--- config.mk ---
export PLATFORM = sky130hd
export DESIGN_NAME = clim_core
export DESIGN_NICKNAME = d
export VERILOG_FILES = /design/src/clim_pkg.sv /design/src/clim_core.sv
export SDC_FILE = /design/constraint.sdc
export NUM_CORES = 2
export LEC_CHECK = 0
export BUFFER_PORTS_ARGS = -buffer_cell sky130_fd_sc_hd__buf_2
export CORE_ASPECT_RATIO = 1.4
export CORE_MARGIN = 2
export CORE_UTILIZATION = 60
export CTS_BUF_LIST = sky130_fd_sc_hd__clkbuf_4
export DETAILED_ROUTE_END_ITERATION = 8
export GPL_TIMING_DRIVEN = 0
export PLACE_DENSITY = 0.81
export SYNTH_ARGS = -nofsm -noshare
export SYNTH_HDL_FRONTEND = slang
export SYNTH_SLANG_ARGS = --single-unit
--- constraint.sdc ---
create_clock -name i_clock -period 19.77 [get_ports i_clock]
set_input_delay 5.931 -clock i_clock [delete_from_list [all_inputs] [get_ports i_clock]]
set_output_delay 5.931 -clock i_clock [all_outputs]
set_load 0.005 [all_outputs]
--- src/clim_pkg.sv ---
// package of constants and enumerations for the control line and interface mode logic
package clim_pkg;
  // clock rate and derived counts
  localparam int unsigned CLOCK_HZ = 50000000;
  localparam int unsigned ANALOG_PERIOD_MS = 250;
  localparam int unsigned ANALOG_PERIOD_CYC = CLOCK_HZ / 1000 * ANALOG_PERIOD_MS;
  localparam int unsigned NMEA_RATE_MS_DEFAULT = 10000;
  localparam int unsigned CYC_PER_MS = CLOCK_HZ / 1000;
  localparam int unsigned DEBOUNCE_US = 1000;
  localparam int unsigned DEBOUNCE_CYC = CLOCK_HZ / 1000000 * DEBOUNCE_US;
  // default measurement channel numbers of the analog outputs
  localparam logic [15:0] CHAN_A_DEFAULT = 16'h0190;
  localparam logic [15:0] CHAN_B_DEFAULT = 16'h01f4;
  // control line function selection
  typedef enum logic [2:0]
  {
    CLIM_CTL_OFF,
    CLIM_CTL_HEAT,
    CLIM_CTL_EDGE,
    CLIM_CTL_LEVEL,
    CLIM_CTL_SDI
  } clim_ctl_e;
  // analog output kind
  typedef enum logic [2:0]
  {
    CLIM_AO_I0_20,
    CLIM_AO_I4_20,
    CLIM_AO_V0_10,
    CLIM_AO_V2_10,
    CLIM_AO_FREQ
  } clim_ao_e;
  // serial protocol selection
  typedef enum logic [2:0]
  {
    CLIM_PR_BINARY,
    CLIM_PR_ASCII,
    CLIM_PR_NMEA,
    CLIM_PR_SDI,
    CLIM_PR_MB_RTU,
    CLIM_PR_MB_ASCII
  } clim_proto_e;
endpackage : clim_pkg

--- src/clim_core.sv ---
// mode gating, control line decoding and analog update timing of the wind sensor interfaces
// Function
// - serial link half or full duplex selectable
// - automatic telegrams only in full duplex
// - current output values only in half duplex
// - heating control works in both duplex modes
// - control line NMEA trigger only full duplex
// - SDI-12 mode only in half duplex
// - firmware update accepted only half duplex
// - two analog outputs refreshed every 250ms
// - output A: current, voltage or frequency
// - output B: current or voltage only
// - analog outputs active only with binary protocol
// - default channels 400 and 500, reconfigurable
// - analog output scaling configurable
// - open line high, shorted line low
// - disabled function ignores control line
// - polarity picks level forcing heating off
// - one telegram per selected control edge
// - telegrams repeat while selected level holds
// - control function selectable, heating default
// - automatic telegram interval in ms, default 10000
`timescale 1ns/1ns
module clim_core
(
  // clock and reset
  input wire logic i_clock,
  input wire logic i_rst,
  // control pin, high when open, low when shorted to analog_return
  input wire logic i_ctl_pin,
  // configuration
  input wire logic i_full_duplex,
  input wire clim_pkg::clim_proto_e i_protocol,
  input wire clim_pkg::clim_ctl_e i_ctl_func,
  input wire logic i_ctl_polarity,
  input wire logic i_auto_nmea_en,
  input wire logic [15:0] i_nmea_rate_ms,
  input wire clim_pkg::clim_ao_e i_ao_a_kind,
  input wire clim_pkg::clim_ao_e i_ao_b_kind,
  input wire logic [15:0] i_chan_a,
  input wire logic [15:0] i_chan_b,
  input wire logic i_chan_a_set,
  input wire logic i_chan_b_set,
  input wire logic [15:0] i_scale_a,
  input wire logic [15:0] i_scale_b,
  input wire logic [15:0] i_value_a,
  input wire logic [15:0] i_value_b,
  // requests from the link side
  input wire logic i_fw_update_req,
  input wire logic i_auto_tx_req,
  // mode status
  output logic o_half_duplex,
  output logic o_sdi_mode,
  output logic o_fw_update_ok,
  output logic o_fw_update_refused,
  output logic o_auto_tx_ok,
  // control line results
  output logic o_ctl_level,
  output logic o_heat_force_off,
  output logic o_nmea_send,
  // analog outputs
  output logic o_ao_enable,
  output logic o_ao_a_current_ok,
  output logic o_ao_b_current_ok,
  output logic o_ao_update,
  output clim_pkg::clim_ao_e o_ao_a_kind,
  output clim_pkg::clim_ao_e o_ao_b_kind,
  output logic [15:0] o_chan_a,
  output logic [15:0] o_chan_b,
  output logic [31:0] o_ao_a_value,
  output logic [31:0] o_ao_b_value
);
  import clim_pkg::*;

  // all state of the block in one record
  typedef struct packed
  {
    logic sync1;             // first synchroniser stage
    logic sync2;             // second synchroniser stage
    logic [15:0] deb_cnt;    // debounce stability counter
    logic level;             // debounced control level
    logic level_d;           // previous debounced level for edges
    logic [23:0] ana_cnt;    // analog refresh divider
    logic [15:0] ms_cnt;     // cycles within one millisecond
    logic [15:0] rate_cnt;   // milliseconds since last automatic telegram
    logic [15:0] lvl_cnt;    // milliseconds since last level telegram
    logic half_duplex;
    logic sdi_mode;
    logic fw_ok;
    logic fw_refused;
    logic auto_ok;
    logic heat_off;
    logic nmea_send;
    logic ao_enable;
    logic ao_a_cur;
    logic ao_b_cur;
    logic ao_update;
    clim_ao_e a_kind;
    clim_ao_e b_kind;
    logic [15:0] chan_a;
    logic [15:0] chan_b;
    logic [31:0] a_val;
    logic [31:0] b_val;
  } clim_state_s;

  clim_state_s st;       // registered state
  clim_state_s next_st;  // next state

  // derived counts sized for their counters
  localparam logic [15:0] DEB_LAST = 16'(DEBOUNCE_CYC - 1);
  localparam logic [23:0] ANA_LAST = 24'(ANALOG_PERIOD_CYC - 1);
  localparam logic [15:0] MS_LAST = 16'(CYC_PER_MS - 1);

  // next state logic
  always_comb
  begin
    logic ms_tick;       // one millisecond passed
    logic rise;          // debounced rising edge
    logic fall;          // debounced falling edge
    logic sel_level;     // control level at the selected polarity
    logic [15:0] rate;   // telegram interval, zero treated as one
    ms_tick = 1'b0;
    rise = 1'b0;
    fall = 1'b0;
    sel_level = 1'b0;
    rate = 16'h0001;
    next_st = st;
    // two stage synchroniser, only stage two is looked at
    next_st.sync1 = i_ctl_pin;
    next_st.sync2 = st.sync1;
    // level accepted only after staying stable for the debounce time
    if (st.sync2 == st.level)
    begin
      next_st.deb_cnt = 16'h0000;
    end
    else if (st.deb_cnt == DEB_LAST)
    begin
      next_st.deb_cnt = 16'h0000;
      next_st.level = st.sync2;
    end
    else
    begin
      next_st.deb_cnt = st.deb_cnt + 16'h0001;
    end
    next_st.level_d = st.level;
    rise = st.level & ~st.level_d;
    fall = ~st.level & st.level_d;
    // polarity: 1 selects high, 0 selects low
    sel_level = i_ctl_polarity ? st.level : ~st.level;
    // duplex dependent permissions
    next_st.half_duplex = ~i_full_duplex;
    next_st.auto_ok = i_full_duplex & i_auto_tx_req;
    next_st.fw_ok = ~i_full_duplex & i_fw_update_req;
    next_st.fw_refused = i_full_duplex & i_fw_update_req;
    // sdi needs half duplex and the line held low by the host
    next_st.sdi_mode = ~i_full_duplex & (i_ctl_func == CLIM_CTL_SDI) & ~st.level;
    // heating control in any duplex mode; other functions release it
    case (i_ctl_func)
      CLIM_CTL_HEAT:
      begin
        next_st.heat_off = sel_level;
      end
      default:
      begin
        next_st.heat_off = 1'b0;
      end
    endcase
    // millisecond timebase for telegram intervals
    if (st.ms_cnt == MS_LAST)
    begin
      next_st.ms_cnt = 16'h0000;
      ms_tick = 1'b1;
    end
    else
    begin
      next_st.ms_cnt = st.ms_cnt + 16'h0001;
    end
    if (i_nmea_rate_ms != 16'h0000)
    begin
      rate = i_nmea_rate_ms;
    end
    // telegram pulse is one cycle wide
    next_st.nmea_send = 1'b0;
    // automatic output at the configured interval, only full duplex
    if (ms_tick)
    begin
      if (st.rate_cnt >= rate - 16'h0001)
      begin
        next_st.rate_cnt = 16'h0000;
        if (i_auto_nmea_en && i_full_duplex)
        begin
          next_st.nmea_send = 1'b1;
        end
      end
      else
      begin
        next_st.rate_cnt = st.rate_cnt + 16'h0001;
      end
    end
    // control line triggered output, inhibited in half duplex
    if (i_full_duplex)
    begin
      case (i_ctl_func)
        CLIM_CTL_EDGE:
        begin
          if (i_ctl_polarity ? rise : fall)
          begin
            next_st.nmea_send = 1'b1;
          end
        end
        CLIM_CTL_LEVEL:
        begin
          // repeat at the output interval while level holds
          if (!sel_level)
          begin
            next_st.lvl_cnt = 16'h0000;
          end
          else if (ms_tick)
          begin
            if (st.lvl_cnt == 16'h0000)
            begin
              next_st.nmea_send = 1'b1;
            end
            next_st.lvl_cnt = (st.lvl_cnt >= rate - 16'h0001) ? 16'h0000 : st.lvl_cnt + 16'h0001;
          end
        end
        default:
        begin
          next_st.lvl_cnt = 16'h0000;
        end
      endcase
    end
    else
    begin
      next_st.lvl_cnt = 16'h0000;
    end
    // analog outputs only with the binary protocol
    next_st.ao_enable = (i_protocol == CLIM_PR_BINARY);
    // current output carries values only in half duplex
    next_st.ao_a_cur = ~i_full_duplex & ((i_ao_a_kind == CLIM_AO_I0_20) | (i_ao_a_kind == CLIM_AO_I4_20));
    next_st.ao_b_cur = ~i_full_duplex & ((i_ao_b_kind == CLIM_AO_I0_20) | (i_ao_b_kind == CLIM_AO_I4_20));
    // channel assignments are loadable
    if (i_chan_a_set)
    begin
      next_st.chan_a = i_chan_a;
    end
    if (i_chan_b_set)
    begin
      next_st.chan_b = i_chan_b;
    end
    // refresh both outputs on a fixed period
    next_st.ao_update = 1'b0;
    if (st.ana_cnt == ANA_LAST)
    begin
      next_st.ana_cnt = 24'h000000;
      if (st.ao_enable)
      begin
        next_st.ao_update = 1'b1;
        next_st.a_kind = i_ao_a_kind;
        // frequency is not offered on B; fall back to voltage
        next_st.b_kind = (i_ao_b_kind == CLIM_AO_FREQ) ? CLIM_AO_V0_10 : i_ao_b_kind;
        next_st.a_val = i_value_a * i_scale_a;
        next_st.b_val = i_value_b * i_scale_b;
      end
    end
    else
    begin
      next_st.ana_cnt = st.ana_cnt + 24'h000001;
    end
  end

  // state register with synchronous reset
  always_ff @(posedge i_clock)
  begin
    if (i_rst)
    begin
      st <= '0;
      st.sync1 <= 1'b1;
      st.sync2 <= 1'b1;
      st.level <= 1'b1;
      st.level_d <= 1'b1;
      st.half_duplex <= 1'b1;
      st.a_kind <= CLIM_AO_I4_20;
      st.b_kind <= CLIM_AO_I4_20;
      st.chan_a <= CHAN_A_DEFAULT;
      st.chan_b <= CHAN_B_DEFAULT;
    end
    else
    begin
      st <= next_st;
    end
  end

  // outputs straight from the state record
  assign o_half_duplex = st.half_duplex;
  assign o_sdi_mode = st.sdi_mode;
  assign o_fw_update_ok = st.fw_ok;
  assign o_fw_update_refused = st.fw_refused;
  assign o_auto_tx_ok = st.auto_ok;
  assign o_ctl_level = st.level;
  assign o_heat_force_off = st.heat_off;
  assign o_nmea_send = st.nmea_send;
  assign o_ao_enable = st.ao_enable;
  assign o_ao_a_current_ok = st.ao_a_cur;
  assign o_ao_b_current_ok = st.ao_b_cur;
  assign o_ao_update = st.ao_update;
  assign o_ao_a_kind = st.a_kind;
  assign o_ao_b_kind = st.b_kind;
  assign o_chan_a = st.chan_a;
  assign o_chan_b = st.chan_b;
  assign o_ao_a_value = st.a_val;
  assign o_ao_b_value = st.b_val;
endmodule : clim_core

==> run metrics <==
commonest non-fill, non-tap cell in the layout=inv_1; Port-buffer cells=~250; internal power=~0.0021 W; Synthesized Nets=between 3000 and 4000; clock root cell=clkbuf_4; I/O pin total=248; pin count of the biggest net entering global routing=15; FMAX=around 81 MHz; Worst-path clk slew=0.07 ns; EDFF count, synth=0; Synth Instances=approximately 3100; CTS Buf Count=54; layout cells sized above 1=0.134; DR WL/cell=roughly 19 um; clk sinks=205; Die Span X=between 150 and 200 um; CP endpoint kind=flop; initial antenna violation count=1; Net Sw Frac=0.518; Tightest Pin Transition=around 1.2 ns; power per cell area=150 mW/mm^2; Startpoint Class=primary input; Unique masters post-synth=around 70; Die Y-Extent=roughly 250 um; number of H-tree levels=2; final antenna-violating net count=0; Synth Cell Area=around 0.027 mm^2; critical-path maximum fanout=10; Combinational Power Share=0.805; Die ar.=between 0.04 and 0.05 mm^2; Initial Utilization=0.605; maximum vdd drop=~130 uV; FF+latch count, synth=205; most frequent cells in the layout=inv_1, nand2_1, fa_1; clk_lat worst skew=0.72 ns; total number of vias=22100; Hold Fails Final Rpt=0; Clock Path Buffers=3; first-pass GRT wire length=approximately 120000 um; Async S/R FF share, synth=0; post-synthesis sequential area ratio=0.155; CP Data Arrival Time=approximately 13 ns; initial drt markers=between 1000 and 1500; clock skew=0.0601 ns; post-CTS setup buffers=0; DRC=0; worst setup path category=primary input to flop; hold buffer count at CTS=0; CP required=approximately 20 ns; core area=0.0438 mm^2; fin util=0.667; Max Cap Viol=0; HP Class=flop to flop; endpoints failing setup=0; RePlAce Congestion=0.999; syn avg cell area=~8.6 um^2; Slew Limit Fails=0; cts repair resizes=0; WL final=roughly 75000 um; clock share of power=0.098; yosys warns=0; Global Route Usage Sum=0.331; CTS tree=yes; status=complete, no violations; Flop pwr share=0.096; vias per cell=5.55; router iterations before antenna repair=5; area delta synth->final=10.2%; GR Overflow Total=0; Rows=91; Static Leakage=14.5 nW; fin nets=around 4200; fin crit period=between 10 and 15 ns; Setup TNS=0 ns; relative slew slack=0.220; vias in the first global route=around 24000; Primary FF master, synth=dfxtp_1; dpl hpwl=just over 60000 um; Psw=approximately 0.0023 W; RSZ-0062 raised after global routing=false; fin crit share=0.624
-- stage by stage --
| step | instances | area [um^2] | hold slack (ns) | worst slack, ns | total power, W |
|---|---|---|---|---|---|
| global placement | 3885 | 28500 | 0.436 | 6.90 | 0.00384 |
| floorplan | 3081 | 26500 | 0.389 | 8.01 | 0.00309 |
| detailed placement | 3885 | 28500 | 0.433 | 6.87 | 0.00390 |
| CTS | 3981 | 29200 | 0.447 | 7.58 | 0.00438 |
| finish | 3983 | 29200 | 0.452 | 7.43 | 0.00438 |
| global route | 3983 | 29200 | 0.470 | 7.32 | 0.00486 |
-- worst paths after layout --
check / from / to / slack [ns] / depth (start not counted)
hold / removal: o_ao_b_value[11] / o_ao_b_value[11] / 0.45 / 2
hold reg to reg: o_ao_b_value[11] / o_ao_b_value[11] / 0.45 / 2
setup / recovery: i_value_a[6] / o_ao_a_value[31] / 7.43 / 24
setup reg to reg: st[177] / o_ao_a_value[13] / 16.35 / 10
-- sequential cells by signal (all words and copies together) (netlist names), 3 cells and up --
register	count
st	90
o_ao_a_value	32
o_ao_b_value	32
o_chan_a	16
o_chan_b	16
o_ao_a_kind	3
o_ao_b_kind	3
-- power by group through the flow --
| stage | Clock, W | Combinational (W) | Sequential [W] |
|---|---|---|---|
| finish | 0.000430 | 0.00353 | 0.000422 |
| detailed placement | 0 | 0.00347 | 0.000432 |
| CTS | 0.000441 | 0.00351 | 0.000422 |
| global route | 0.000461 | 0.00398 | 0.000423 |
| global placement | 0 | 0.00341 | 0.000431 |
| floorplan | 0 | 0.00266 | 0.000431 |
-- final cells by class --
type	instances	area, um^2
Multi-Input combinational cell	2144	19300
Fill cell	3698	14600
Sequential cell	205	4100
Inverter	521	1960
Timing Repair Buffer	246	1230
Buffer	211	1180
Tap cell	558	698
Clock buffer	72	541
Clock inverter	24	231
Antenna cell	2	5.00
-- logic make-up (layout without fill, tap and decap cells) --
family	Yosys count	count (layout)	share of synthesized area
AO/OA/AOI/OAI	305	305	0.0727
XOR/XNOR	123	123	0.0406
adder cells (fa/ha/maj)	634	634	0.409
buffers and inverters	732	1074	0.118
flip-flops	205	205	0.155
multiplexers	29	29	0.0110
other	0	2	0
AND/OR/NAND/NOR	1053	1053	0.194
-- per-layer routing --
layer  GRT usage  vias to the layer above  wire, um  part of all wire
met5           0                        -         0                 0
met4       0.207                        0      4920             0.066
met3      0.0498                      288      4540             0.061
met2       0.616                      858     39000              0.52
met1       0.348                    10800     26000              0.35
li1            -                    10200         -                 -
-- worst max-delay path, stage by stage --
cell and delay (ns):
buf_2 0.20, clkbuf_1 0.57, nand2_1 0.16, fa_1 0.53, inv_1 0.06, fa_1 0.50
inv_1 0.05, fa_1 0.54, inv_1 0.07, fa_1 0.47, fa_1 0.51, inv_1 0.05
fa_1 0.49, inv_1 0.04, ha_1 0.33, a21oi_1 0.26, nand2_1 0.08, o22ai_1 0.35
o21ai_1 0.22, a311o_1 0.45, o311a_1 0.36, o31ai_1 0.32, mux2i_1 0.23, a211oi_1 0.09
-- synth_stat cells, types with 5 or more instances --
master	n	share of area
a211oi_1	13	0.0037
a22o_1	5	0.0017
nand3_1	53	0.010
or2_2	11	0.0026
o21ai_1	13	0.0025
inv_1	521	0.074
nor2b_1	18	0.0042
mux2i_1	28	0.011
and2_1	257	0.061
nor3_1	27	0.0051
nand2b_1	9	0.0021
a31oi_1	7	0.0017
nor4_1	14	0.0033
o211ai_1	13	0.0037
nand4_1	28	0.0066
fa_1	388	0.29
o21ai_0	32	0.0060
xnor2_1	66	0.022
nor2_1	144	0.020
xor2_1	57	0.019
a21o_1	24	0.0068
a211o_1	15	0.0050
or3_1	9	0.0021
o21a_1	7	0.0020
and3_1	20	0.0047
clkbuf_1	104	0.015
a21oi_1	132	0.025
dfxtp_1	205	0.15
buf_4	102	0.029
o21bai_1	5	0.0014
nand2_1	435	0.062
ha_1	245	0.12
(Power assumes the default switching activity.)
